## src/rtl/fcui_pkg.sv

```systemverilog
// Package for the flash command controller: command codes, timing and op kinds.
// Assumes a byte-wide flash device on an asynchronous SRAM-style bus.
`default_nettype none
package fcui_pkg;
	// ==========================================================
	// Command codes
	localparam logic [7:0] CMD_READ_ARRAY   = 8'hff;
	localparam logic [7:0] CMD_READ_ID      = 8'h90;
	localparam logic [7:0] CMD_READ_STATUS  = 8'h70;
	localparam logic [7:0] CMD_CLEAR_STATUS = 8'h50;
	localparam logic [7:0] CMD_ERASE_SETUP  = 8'h20;
	localparam logic [7:0] CMD_CONFIRM      = 8'hd0;
	localparam logic [7:0] CMD_PROG_SETUP   = 8'h40;
	localparam logic [7:0] CMD_PROG_ALT     = 8'h10;
	localparam logic [7:0] CMD_SUSPEND      = 8'hb0;
	localparam logic [7:0] CMD_LOCK_SETUP   = 8'h60;
	localparam logic [7:0] CMD_LOCK_BLOCK   = 8'h01;
	localparam logic [7:0] CMD_LOCK_MASTER  = 8'hf1;
	// ==========================================================
	// Status value loaded on leaving deep power-down
	localparam logic [7:0] STATUS_AFTER_WAKE = 8'h80;
	// ==========================================================
	// Bus timing, in ns, and derived cycle counts at 20 MHz
	localparam int CLK_PERIOD_NS  = 50;
	localparam int T_SETUP_NS     = 50;
	localparam int T_STROBE_NS    = 100;
	localparam int T_READ_NS      = 150;
	localparam int SETUP_CYC  = (T_SETUP_NS + CLK_PERIOD_NS - 1) / CLK_PERIOD_NS;
	localparam int STROBE_CYC = (T_STROBE_NS + CLK_PERIOD_NS - 1) / CLK_PERIOD_NS;
	localparam int READ_CYC   = (T_READ_NS + CLK_PERIOD_NS - 1) / CLK_PERIOD_NS;
	localparam int ADDR_W     = 21;
	// ==========================================================
	// Operations a user may request
	typedef enum logic [3:0] {
		OP_READ_ARRAY,
		OP_READ_ID,
		OP_READ_STATUS,
		OP_CLEAR_STATUS,
		OP_ERASE,
		OP_PROGRAM,
		OP_SUSPEND,
		OP_RESUME,
		OP_LOCK_BLOCK,
		OP_LOCK_MASTER,
		OP_UNLOCK_ALL,
		OP_READ
	} fcui_op_t;
endpackage : fcui_pkg
`default_nettype wire

```

## src/rtl/fcui_cyc_if.sv

```systemverilog
// Interface carrying one flash bus cycle between sequencer and pin engine.
// Assumes both ends run on the same clock.
`timescale 1ns/1ps
`default_nettype none
interface fcui_cyc_if;
	logic                        start;   // One-cycle request
	logic                        is_write; // Write cycle when high
	logic [fcui_pkg::ADDR_W-1:0] addr;    // Cycle address
	logic [7:0]                  wdata;   // Write byte
	logic [7:0]                  rdata;   // Read byte
	logic                        done;    // One-cycle completion
	logic                        busy;    // Cycle in progress
	modport seq (output start, is_write, addr, wdata, input rdata, done, busy);
	modport eng (input start, is_write, addr, wdata, output rdata, done, busy);
endinterface : fcui_cyc_if
`default_nettype wire

```

## src/rtl/fcui_bus_cycle.sv

```systemverilog
// Pin engine: runs one write or read cycle on the flash strobes.
// Assumes data pins already synchronised by the top for reads.
`timescale 1ns/1ps
`default_nettype none
module fcui_bus_cycle (
	// Clock and reset
	input  wire logic                        clk,
	input  wire logic                        reset,
	// Cycle request
	fcui_cyc_if.eng                          cyc,
	// Synchronised data in
	input  wire logic [7:0]                  data_in_s,
	// Flash strobes
	output var  logic                        chip_sel_n_q,
	output var  logic                        out_en_n_q,
	output var  logic                        write_en_n_q,
	output var  logic [fcui_pkg::ADDR_W-1:0] addr_q,
	output var  logic [7:0]                  data_out_q,
	output var  logic                        data_oe_n_q
);
	// ==========================================================
	// Phases of a cycle
	typedef enum logic [1:0] {PH_IDLE, PH_SETUP, PH_STROBE, PH_HOLD} fcui_ph_t;
	fcui_ph_t   ph_q;      // Current phase
	logic [3:0] cnt_q;     // Phase counter
	logic       wr_q;      // Latched direction
	logic [7:0] rdata_q;   // Captured read byte
	logic       done_q;    // Completion pulse

	// Phase sequencing; write releases write enable before chip select so capture edge is ours
	always_ff @(posedge clk)
	begin
		done_q <= 1'b0;
		if (reset)
		begin
			ph_q         <= PH_IDLE;
			cnt_q        <= 4'h0;
			wr_q         <= 1'b0;
			chip_sel_n_q <= 1'b1;
			out_en_n_q   <= 1'b1;
			write_en_n_q <= 1'b1;
			addr_q       <= '0;
			data_out_q   <= 8'h00;
			data_oe_n_q  <= 1'b1;
			rdata_q      <= 8'h00;
		end
		else
		begin
			unique case (ph_q)
				PH_IDLE:
				begin
					if (cyc.start)
					begin
						ph_q         <= PH_SETUP;
						cnt_q        <= 4'(fcui_pkg::SETUP_CYC);
						wr_q         <= cyc.is_write;
						addr_q       <= cyc.addr;
						data_out_q   <= cyc.wdata;
						chip_sel_n_q <= 1'b0;
						// Drive data only on writes; output enable stays high
						data_oe_n_q  <= ~cyc.is_write;
					end
				end
				PH_SETUP:
				begin
					if (cnt_q <= 4'h1)
					begin
						ph_q  <= PH_STROBE;
						cnt_q <= wr_q ? 4'(fcui_pkg::STROBE_CYC) : 4'(fcui_pkg::READ_CYC);
						// Write pulls write enable only, read pulls output enable
						write_en_n_q <= ~wr_q;
						out_en_n_q   <= wr_q;
					end
					else
						cnt_q <= cnt_q - 4'h1;
				end
				PH_STROBE:
				begin
					if (cnt_q <= 4'h1)
					begin
						ph_q         <= PH_HOLD;
						write_en_n_q <= 1'b1;
						out_en_n_q   <= 1'b1;
						if (!wr_q)
							rdata_q <= data_in_s;
					end
					else
						cnt_q <= cnt_q - 4'h1;
				end
				PH_HOLD:
				begin
					// Chip select rises after write enable, so the first edge is write enable
					ph_q         <= PH_IDLE;
					chip_sel_n_q <= 1'b1;
					data_oe_n_q  <= 1'b1;
					done_q       <= 1'b1;
				end
			endcase
		end
	end

	assign cyc.rdata = rdata_q;
	assign cyc.done  = done_q;
	assign cyc.busy  = (ph_q != PH_IDLE);

	// ==========================================================
	// Checks
	a_write_oe_high: assert property (@(posedge clk) disable iff (reset)
		!write_en_n_q |-> out_en_n_q)
		else $error("write strobe with output enable low");
	a_we_before_ce: assert property (@(posedge clk) disable iff (reset)
		$rose(write_en_n_q) |-> !chip_sel_n_q)
		else $error("chip select rose before write enable");
	a_drive_no_oe: assert property (@(posedge clk) disable iff (reset)
		!data_oe_n_q |-> out_en_n_q)
		else $error("data driven while output enable low");
endmodule : fcui_bus_cycle
`default_nettype wire

```

## src/rtl/fcui_host.sv

```systemverilog
// Host controller that drives a byte-wide flash through its strobes.
// Assumes one 20 MHz clock and a device on the asynchronous SRAM-style bus.
//
// Contract
// - Command write: write and select low, output high
// - Code FFH selects read array
// - Code 90H selects identifier mode
// - Code 70H selects status mode
// - Erase is 20H then D0H in block
// - Program second write: address and byte
// - Host issues only defined codes
// - Code 50H clears error bits
`timescale 1ns/1ps
`default_nettype none
module fcui_host (
	// Clock and reset
	input  wire logic                        clk,
	input  wire logic                        reset,
	// User request port
	input  wire logic                        req_valid,
	input  wire fcui_pkg::fcui_op_t          req_op,
	input  wire logic [fcui_pkg::ADDR_W-1:0] req_addr,
	input  wire logic [7:0]                  req_data,
	output var  logic                        req_ready_q,
	output var  logic                        resp_valid_q,
	output var  logic [7:0]                  resp_data_q,
	output var  logic                        device_ready_q,
	// Power-down control
	input  wire logic                        powerdown_req,
	// Flash pins
	output var  logic                        chip_sel_n_q,
	output var  logic                        out_en_n_q,
	output var  logic                        write_en_n_q,
	output var  logic                        reset_powerdown_n_q,
	output var  logic [fcui_pkg::ADDR_W-1:0] addr_q,
	output var  logic [7:0]                  data_lines_o_q,
	output var  logic                        data_lines_oe_n_q,
	input  wire logic [7:0]                  data_lines_i,
	input  wire logic                        ready_busy_n
);
	// ==========================================================
	// Pin synchronisers
	logic [7:0] data_m_q, data_s_q; // Data two-stage sync
	logic       rb_m_q, rb_s_q;     // Ready/busy two-stage sync
	always_ff @(posedge clk)
	begin
		data_m_q <= data_lines_i;
		data_s_q <= data_m_q;
		rb_m_q   <= ready_busy_n;
		rb_s_q   <= rb_m_q;
	end

	// ==========================================================
	// Pin engine
	fcui_cyc_if cyc ();
	fcui_bus_cycle u_bus (
		.clk          (clk),
		.reset        (reset),
		.cyc          (cyc),
		.data_in_s    (data_s_q),
		.chip_sel_n_q (chip_sel_n_q),
		.out_en_n_q   (out_en_n_q),
		.write_en_n_q (write_en_n_q),
		.addr_q       (addr_q),
		.data_out_q   (data_lines_o_q),
		.data_oe_n_q  (data_lines_oe_n_q)
	);

	// ==========================================================
	// Sequencer
	typedef enum logic [2:0] {S_IDLE, S_FIRST, S_SECOND, S_READ, S_DOWN} fcui_st_t;
	fcui_st_t                    st_q;       // Sequencer state
	logic                        two_q;      // Second write pending
	logic [7:0]                  first_q;    // First byte
	logic [7:0]                  second_q;   // Second byte
	logic [fcui_pkg::ADDR_W-1:0] a_q;        // Held address
	logic                        start_q;    // Cycle request pulse
	logic                        wr_q;       // Cycle direction
	logic [7:0]                  code_d;     // First code for request
	logic [7:0]                  code2_d;    // Second code for request
	logic                        two_d;      // Request is two writes
	logic                        rd_d;       // Request is a plain read

	// Map request to codes; all are defined codes except the program second write, which is req_data
	always_comb
	begin
		code_d  = fcui_pkg::CMD_READ_ARRAY;
		code2_d = 8'h00;
		two_d   = 1'b0;
		rd_d    = 1'b0;
		unique case (req_op)
			fcui_pkg::OP_READ_ARRAY:   code_d = fcui_pkg::CMD_READ_ARRAY;
			fcui_pkg::OP_READ_ID:      code_d = fcui_pkg::CMD_READ_ID;
			fcui_pkg::OP_READ_STATUS:  code_d = fcui_pkg::CMD_READ_STATUS;
			fcui_pkg::OP_CLEAR_STATUS: code_d = fcui_pkg::CMD_CLEAR_STATUS;
			fcui_pkg::OP_SUSPEND:      code_d = fcui_pkg::CMD_SUSPEND;
			fcui_pkg::OP_RESUME:       code_d = fcui_pkg::CMD_CONFIRM;
			fcui_pkg::OP_ERASE:
			begin
				// Both writes carry the block address
				code_d  = fcui_pkg::CMD_ERASE_SETUP;
				code2_d = fcui_pkg::CMD_CONFIRM;
				two_d   = 1'b1;
			end
			fcui_pkg::OP_PROGRAM:
			begin
				// Standard setup; second write is the user byte
				code_d  = fcui_pkg::CMD_PROG_SETUP;
				code2_d = req_data;
				two_d   = 1'b1;
			end
			fcui_pkg::OP_LOCK_BLOCK:
			begin
				code_d  = fcui_pkg::CMD_LOCK_SETUP;
				code2_d = fcui_pkg::CMD_LOCK_BLOCK;
				two_d   = 1'b1;
			end
			fcui_pkg::OP_LOCK_MASTER:
			begin
				code_d  = fcui_pkg::CMD_LOCK_SETUP;
				code2_d = fcui_pkg::CMD_LOCK_MASTER;
				two_d   = 1'b1;
			end
			fcui_pkg::OP_UNLOCK_ALL:
			begin
				code_d  = fcui_pkg::CMD_LOCK_SETUP;
				code2_d = fcui_pkg::CMD_CONFIRM;
				two_d   = 1'b1;
			end
			fcui_pkg::OP_READ:         rd_d = 1'b1;
			default:                   rd_d = 1'b1;
		endcase
	end

	// Request handling and cycle issue
	always_ff @(posedge clk)
	begin
		start_q      <= 1'b0;
		resp_valid_q <= 1'b0;
		if (reset)
		begin
			st_q        <= S_IDLE;
			two_q       <= 1'b0;
			first_q     <= 8'h00;
			second_q    <= 8'h00;
			a_q         <= '0;
			wr_q        <= 1'b0;
			req_ready_q <= 1'b0;
			resp_data_q <= 8'h00;
		end
		else
		begin
			unique case (st_q)
				S_IDLE:
				begin
					req_ready_q <= ~powerdown_req;
					if (powerdown_req)
						st_q <= S_DOWN;
					else if (req_valid && req_ready_q)
					begin
						req_ready_q <= 1'b0;
						a_q         <= req_addr;
						first_q     <= code_d;
						second_q    <= code2_d;
						two_q       <= two_d;
						wr_q        <= ~rd_d;
						start_q     <= 1'b1;
						st_q        <= rd_d ? S_READ : S_FIRST;
					end
				end
				S_FIRST:
				begin
					if (cyc.done)
					begin
						if (two_q)
						begin
							two_q   <= 1'b0;
							start_q <= 1'b1;
							st_q    <= S_SECOND;
						end
						else
							st_q <= S_IDLE;
					end
				end
				S_SECOND:
				begin
					if (cyc.done)
						st_q <= S_IDLE;
				end
				S_READ:
				begin
					// Data is whatever mode the device holds: array, id or status
					if (cyc.done)
					begin
						resp_data_q  <= cyc.rdata;
						resp_valid_q <= 1'b1;
						st_q         <= S_IDLE;
					end
				end
				S_DOWN:
				begin
					// Device wakes in read array with status preset
					if (!powerdown_req)
						st_q <= S_IDLE;
				end
			endcase
		end
	end

	assign cyc.start    = start_q;
	assign cyc.is_write = wr_q;
	assign cyc.addr     = a_q;
	assign cyc.wdata    = (st_q == S_SECOND) ? second_q : first_q;

	// Power-down pin and ready mirror
	always_ff @(posedge clk)
	begin
		if (reset)
		begin
			reset_powerdown_n_q <= 1'b0;
			device_ready_q      <= 1'b0;
		end
		else
		begin
			reset_powerdown_n_q <= !(st_q == S_DOWN);
			// Busy while algorithm runs, so a read array would be ignored
			device_ready_q      <= rb_s_q;
		end
	end

	// ==========================================================
	// Checks
	a_powerdown_pin: assert property (@(posedge clk) disable iff (reset)
		(st_q == S_DOWN) |=> !reset_powerdown_n_q)
		else $error("power-down pin not low in power-down");
	a_second_code: assert property (@(posedge clk) disable iff (reset)
		(st_q == S_FIRST) && cyc.done && two_q |=> (st_q == S_SECOND) && start_q)
		else $error("second write not issued");
	a_read_resp: assert property (@(posedge clk) disable iff (reset)
		(st_q == S_READ) && cyc.done |=> resp_valid_q)
		else $error("read answer missing");
	a_no_drive_rd: assert property (@(posedge clk) disable iff (reset)
		!out_en_n_q |-> data_lines_oe_n_q)
		else $error("host drives data during read");
	a_idle_deselect: assert property (@(posedge clk) disable iff (reset)
		(st_q == S_DOWN) && !cyc.busy |-> chip_sel_n_q)
		else $error("selected while powered down");
	c_erase: cover property (@(posedge clk) (st_q == S_SECOND) && cyc.done);
	c_read: cover property (@(posedge clk) resp_valid_q);
	c_down: cover property (@(posedge clk) $fell(reset_powerdown_n_q));
endmodule : fcui_host
`default_nettype wire

```

## config.mk

```make
export PLATFORM = sky130hd
export DESIGN_NAME = fcui_host
export DESIGN_NICKNAME = d
export VERILOG_FILES = /design/src/rtl/fcui_pkg.sv /design/src/rtl/fcui_cyc_if.sv /design/src/rtl/fcui_bus_cycle.sv /design/src/rtl/fcui_host.sv
export SDC_FILE = /design/constraint.sdc
export NUM_CORES = 1
export LEC_CHECK = 0
export ABC_AREA = 1
export ABC_CLOCK_PERIOD_IN_PS = 1600
export BUFFER_PORTS_ARGS = -buffer_cell sky130_fd_sc_hd__buf_2
export CORE_MARGIN = 5
export CORE_UTILIZATION = 40
export DETAILED_ROUTE_END_ITERATION = 10
export SYNTH_ARGS = -nofsm -noshare
export SYNTH_HDL_FRONTEND = slang
export SYNTH_SLANG_ARGS = --single-unit
```

## constraint.sdc

```tcl
create_clock -name clk -period 1.6 [get_ports clk]
set_input_delay 0.4 -clock clk [delete_from_list [all_inputs] [get_ports clk]]
set_output_delay 0.4 -clock clk [all_outputs]
set_load 0.03 [all_outputs]
```

# ---- Yosys cells after proc, flatten, opt, wreduce, memory -nomap -nowiden
# Cells that the tools add are included.
dict set report totals {
  register_bits 122
  latch_bits 0
  ramBits 0
  romBits 0
  input_bits 46
  out_inout_bits 45
  elab_cells 128
  n_memories 0
}
dict set report classes {
  addsub 1
  multipliers 0
  n_div 0
  magnitude_cmp 1
  n_eq_ne 27
  n_shift 0
  muxes 43
  bitwise_logic 4
  n_reduce_logical 25
}
# cell count
set ops {}
lappend ops {{8-bit case mux with 8 select lines} 1}
lappend ops {{8-bit case mux with 4 select lines} 1}
lappend ops {{1-bit two-way mux} 18}
lappend ops {{4-bit by 3-bit equality test with 1-bit output (second input constant)} 4}
lappend ops {{3-bit two-way mux} 5}
lappend ops {{3-bit AND reduction} 5}
lappend ops {{4-bit equality test (second input constant)} 3}
lappend ops {{4-bit two-way mux} 3}
lappend ops {{1-bit case mux with 2 select lines} 6}
lappend ops {{3-bit case mux with 4 select lines} 1}
lappend ops {{4-bit case mux with 3 select lines} 1}
lappend ops {{11-bit OR reduction} 1}
lappend ops {{2-bit two-way mux} 5}
lappend ops {{2-bit != test (second input constant)} 5}
lappend ops {{4-bit by 2-bit equality test with 1-bit output (second input constant)} 2}
lappend ops {{8-bit two-way mux} 1}
lappend ops {{2-bit by 1-bit != test with 1-bit output (second input constant)} 4}
lappend ops {{2-bit case mux with 4 select lines} 1}
lappend ops {{4-bit AND reduction} 2}
lappend ops {{3-bit by 2-bit equality test with 1-bit output (second input constant)} 2}
lappend ops {{2-bit AND reduction} 3}
lappend ops {{2-bit nonzero test} 3}
lappend ops {{2-bit OR reduction} 3}
lappend ops {{5-bit OR reduction} 1}
lappend ops {{16 further kinds} 20}

# ---- Logic depth before layout (Yosys ltp)
dict set report depth {
  word_depth 6
  mapped_depth 11
  depth_no_buf 11
}

# ---- Modules after synthesis
# From an unflattened synthesis, not the netlist that was laid out.
dict set report hier_totals {
  cells_unflattened 589
  area_unflattened_um2 4625.7
}
# mod instances cells_each area_each_um2
set by_module_without_submodules {}
lappend by_module_without_submodules {fcui_host 1 327 2560.0}
lappend by_module_without_submodules {fcui_bus_cycle 1 262 2065.7}

# ---- Least setup slack after synthesis
# OpenSTA, ideal clock, no wires.
dict set report synth_timing {
  kind {register to register}
  start {register req_ready_q}
  end {register wr_q (netlist: cyc.is_write)}
  setup_ns 0.116
  t_arrival_ns 1.299
  slack_ns 0.184
  stages_incl_launch_ff 8
  n_path_buf 1
  cell_sequence {dfxtp_1 > nand2_1 > inv_1 > nand2_1 > nor2_8 > buf_4 > nand3_1 > o211a_1}
}
dict set report synth_between {
  elab_chain_len 2
}
# item line
set synth_rtl {}
lappend synth_rtl {{start, declared} fcui_host.sv:24} ;# output var logic req_ready_q,
lappend synth_rtl {{start signal, assigned} fcui_host.sv:156} ;# req_ready_q <= ~powerdown_req;
lappend synth_rtl {{1-bit logical AND} fcui_host.sv:159} ;# else if (req_valid && req_ready_q)
lappend synth_rtl {{3-bit AND reduction (no line)} -}
lappend synth_rtl {{end signal, assigned} fcui_host.sv:166} ;# wr_q <= ~rd_d;
lappend synth_rtl {{end, declared} fcui_host.sv:78} ;# logic wr_q;
# Every way passes these cells.
# A chain may end at the register's enable or synchronous reset.

# ---- Final worst setup path
dict set report layout_timing {
  start {register u_bus.cnt_q[0]}
  end {register u_bus.rdata_q[3] (netlist: u_bus.cyc.rdata[3])}
}
dict set report layout_between {
  elab_chain_len 2
}
# item line
set layout_rtl {}
lappend layout_rtl {{start, declared} fcui_bus_cycle.sv:25} ;# logic [3:0] cnt_q;
lappend layout_rtl {{start signal, assigned} fcui_bus_cycle.sv:55} ;# cnt_q <= 4'(fcui_pkg::SETUP_CYC);
lappend layout_rtl {{start signal, assigned} fcui_bus_cycle.sv:69} ;# cnt_q <= wr_q ? 4'(fcui_pkg::STROBE_CYC) : 4'(fcui_pkg::READ_CYC);
lappend layout_rtl {{start signal, assigned} fcui_bus_cycle.sv:75} ;# cnt_q <= cnt_q - 4'h1;
lappend layout_rtl {{4-bit by 1-bit <= comparator with 1-bit output} fcui_bus_cycle.sv:79} ;# if (cnt_q <= 4'h1)
lappend layout_rtl {{3-bit AND reduction (no line)} -}
lappend layout_rtl {{end signal, assigned} fcui_bus_cycle.sv:85} ;# rdata_q <= data_in_s;
lappend layout_rtl {{end, declared} fcui_bus_cycle.sv:27} ;# logic [7:0] rdata_q;
# Every way passes these cells.

==> impl_metrics.json <==
{
  "syn-num-nets": 637,
  "fin_crit_sh_pct": 91.4,
  "gp_congestion": 0.802,
  "cts_setup_buffers": 0,
  "cts_sinks": 119,
  "preCtsSetupSlack_ns": 0.102,
  "cts_tree": "yes",
  "insertion_delay_ns": 0.40,
  "synth_seq_cells": 119,
  "grt_max_degree": 47,
  "start_util_pct": 41.1,
  "placementRows": 38,
  "status": "finished, final reports clean",
  "grt_pass1_vias": 3903,
  "critical_path_class": "reg -> reg",
  "combPwrFrac_pct": 21.4,
  "maxSlewHeadroom_pct": 76.2,
  "critPathBufInv": 3,
  "cp-end-kind": "flip-flop",
  "placed_cells": 803,
  "avgSynthCellArea_um2": 7.68,
  "power_density_nw_per_um2": 1710,
  "hold_viol_final": 0,
  "fp.dieW_um": 116,
  "clk_pin_slew_worst_paths_ns": 0.05,
  "netSwitchingPower_mw": 2.99,
  "crit_family": "simple AND/OR/NAND/NOR gates",
  "fill_cells": 1062,
  "cts.path.max_buffers": 2,
  "startpoint_type": "flip-flop",
  "synth_compound_area_share_pct": 13.5,
  "drive_above_1_share_pct": 20.9,
  "reg2reg_slack_ns": 0.14,
  "fin_crit_ns": 1.46,
  "hold_path.class": "in -> reg",
  "hold_depth": 1,
  "dpl_cell_area_um2": 5140,
  "critPathMaxStageDelay_ns": 0.31,
  "timing.fmax_mhz": 684,
  "power_frac_seq_pct": 35.3,
  "dieHeight_um": 116,
  "syn_inst": 585,
  "clock_skew_ns": 0.00882,
  "io_pins": 91,
  "diodes": 0,
  "reg2reg_depth": 9,
  "crit_arrival_ns": 1.79,
  "cts_resized": 0,
  "fp.dieArea_um2": 13500,
  "worst_slack_ns": 0.138,
  "overflow": 0,
  "grt_usage_pct": 16.1,
  "dp_hpwl_mm": 7.23,
  "drtIter0Drc": 234,
  "tns_ns": 0,
  "critPathRequiredTime_ns": 1.93,
  "ys_types": 25,
  "fin_util_pct": 53.2,
  "cts_root_buf": "clkbuf_16",
  "port_buffers": 90,
  "synthAdderAreaFrac_pct": 1.67,
  "cp_cell_sequence": "inv_1 -> ha_1 -> inv_1 -> nand2_1 -> nand3_1 -> nor2_2 -> buf_4 -> o21ai_0 -> nor2_1",
  "hold_buffers": 0,
  "tightestPinTransition_ns": 0.355,
  "drcViolationCount": 0,
  "synth_xor_area_share_pct": 0,
  "drt-pass1-iter-count": 4,
  "fin_area_um2": 5820,
  "hold_start": "data_lines_i[1]",
  "netlist_area_um2": 4490,
  "synth_top_family_by_area": "simple AND/OR/NAND/NOR gates",
  "r2r-end": "u_bus.cyc.rdata[3]$_SDFFE_PP0P_",
  "fin_total_pwr_mw": 9.94,
  "synthSimpleGateAreaFrac_pct": 25.1,
  "timing.hold.ws_ns": 0.0968,
  "rsz0062_at_grt": "no",
  "avgRoutedWirePerCell_um": 12.4,
  "cts_max_level": 4,
  "nets": 734,
  "routed_via_density": 4.74,
  "coreArea_um2": 10900,
  "cp_num_cells": 9,
  "clkPwrFrac_pct": 43.3,
  "intPower_mw": 6.95,
  "leakage_nw": 2.80,
  "antenna_left": 0,
  "path_max_fanout": 8,
  "post_layout_nonfiller_instances": 835,
  "setup_viol": 0,
  "synth_seq_area_share_pct": 53.0,
  "hold_path_end": "data_m_q[1]$_DFF_P_",
  "r2r-start": "u_bus.cnt_q[0]$_SDFFE_PP0P_",
  "yosysWarnings": 0,
  "cp_slowest_cell": "dfxtp_1",
  "vias": 3962,
  "peakVddDrop_mv": 1.14,
  "routed_wl_mm": 10.3,
  "maxSlewViolCount": 0,
  "swShare_pct": 30.1,
  "crit_path_frequent_cell": "inv_1",
  "antenna_found_initial": 0,
  "drv_cap": 0,
  "grt_pass1_wl_mm": 17.3,
  "syn_to_final_growth_pct": 29.5,
  "cts-buffers-inserted": 17,
  "synthMuxAreaShare_pct": 0
}
[how the worst max path moves through the flow]
stage	end	start	slack (ns)
2_1_floorplan	cyc.is_write$_SDFFE_PP0P_	req_ready_q$_SDFFE_PP0P_	0.18
4_1_cts	u_bus.cyc.rdata[3]$_SDFFE_PP0P_	u_bus.cnt_q[0]$_SDFFE_PP0P_	0.11
5_1_grt	u_bus.cnt_q[1]$_SDFFE_PP0P_	u_bus.ph_q[0]$_SDFFE_PP0P_	0.003
3_5_place_dp	second_q[6]$_SDFFE_PP0P_	powerdown_req	0.10
3_3_place_gp	u_bus.cyc.rdata[7]$_SDFFE_PP0P_	u_bus.cnt_q[0]$_SDFFE_PP0P_	0.16
6_report	u_bus.cyc.rdata[3]$_SDFFE_PP0P_	u_bus.cnt_q[0]$_SDFFE_PP0P_	0.14
[metal layers]
metal	wire [um]	vias up	global-route usage (%)	share of wire, %
li1	-	2071	-	-
met1	4520	1788	19.2	44
met2	5040	97	27.5	49
met3	680	6	5.12	6.6
met4	78	0	5.10	0.76
met5	0	-	0	0
[cell type report]
| class | count | area [um2] | area share (%) |
|---|---|---|---|
| Sequential cell | 119 | 2380 | 40.9 |
| Multi-Input combinational cell | 396 | 1820 | 31.2 |
| Timing Repair Buffer | 100 | 588 | 10.1 |
| Clock buffer | 17 | 425 | 7.31 |
| Clock inverter | 15 | 249 | 4.28 |
| Inverter | 48 | 180 | 3.10 |
| Tap cell | 140 | 175 | 3.01 |
[kinds of logic after synthesis]
kind of cell / Yosys count
and+or+nand+nor: 276
DFF: 119
AOI/OAI and AO/OA: 114
buffers and inverters: 70
adders and majority gates: 6
[power groups by stage]
stage	Clock, mW	Sequential [mW]	Combinational [mW]
floorplan	0	3.67	1.43
global placement	0	3.56	2.06
detailed placement	0	3.56	2.11
CTS	4.38	3.51	2.12
global route	4.52	3.55	2.45
finish	4.31	3.51	2.12
[Yosys cell counts]
| cell type | n | share of area, % |
|---|---|---|
| a211oi_1 | 1 | 0.17 |
| a21oi_1 | 27 | 3.0 |
| buf_1 | 1 | 0.083 |
| buf_2 | 7 | 0.78 |
| buf_4 | 3 | 0.50 |
| buf_6 | 2 | 0.50 |
| clkbuf_1 | 9 | 0.75 |
| clkinv_1 | 2 | 0.17 |
| dfxtp_1 | 119 | 53 |
| ha_1 | 6 | 1.7 |
| inv_1 | 43 | 3.6 |
| inv_2 | 3 | 0.25 |
| nand2_1 | 87 | 7.3 |
| nand2_4 | 2 | 0.50 |
| nand3_1 | 28 | 3.1 |
| nand4_1 | 2 | 0.28 |
| nor2_1 | 153 | 13 |
| nor2_2 | 1 | 0.14 |
| nor2_4 | 1 | 0.25 |
| nor2_8 | 1 | 0.45 |
| nor3_4 | 1 | 0.36 |
| o211a_1 | 1 | 0.22 |
| o211ai_1 | 11 | 1.8 |
| o21ai_0 | 72 | 8.0 |
| o22ai_1 | 2 | 0.28 |
[cell usage in the layout, fill, tap and decap left out, drive strengths merged]
master and n:
a21oi 27, nor2 156, nand3 28, buf 100, o22ai 2, inv 49, clkbuf 17, clkinvlp 2
nand2 89, bufinv 6, o211ai 11, o211a 1, dfxtp 119, clkinv 6, nand4 2, o21ai 72
nor3 1, ha 6, a211oi 1
[worst register-to-register path, cell delays in order (launching register included)]
cell and delay [ns]:
dfxtp_1 0.31, inv_1 0.12, ha_1 0.21, inv_1 0.05, nand2_1 0.09, nand3_1 0.13
nor2_2 0.15, buf_4 0.17, o21ai_0 0.08, nor2_1 0.10
[flip-flops by register name, indices dropped and copies added, names as in the netlist, 2 cells and up]
name	cells
a_q	21
data_m_q	8
data_s_q	8
first_q	5
resp_data_q	8
second_q	8
st_q	3
u_bus.addr_q	21
u_bus.cnt_q	4
u_bus.cyc.rdata	8
u_bus.data_out_q	8
u_bus.ph_q	2
No activity file was read; power rests on OpenSTA's default activity.
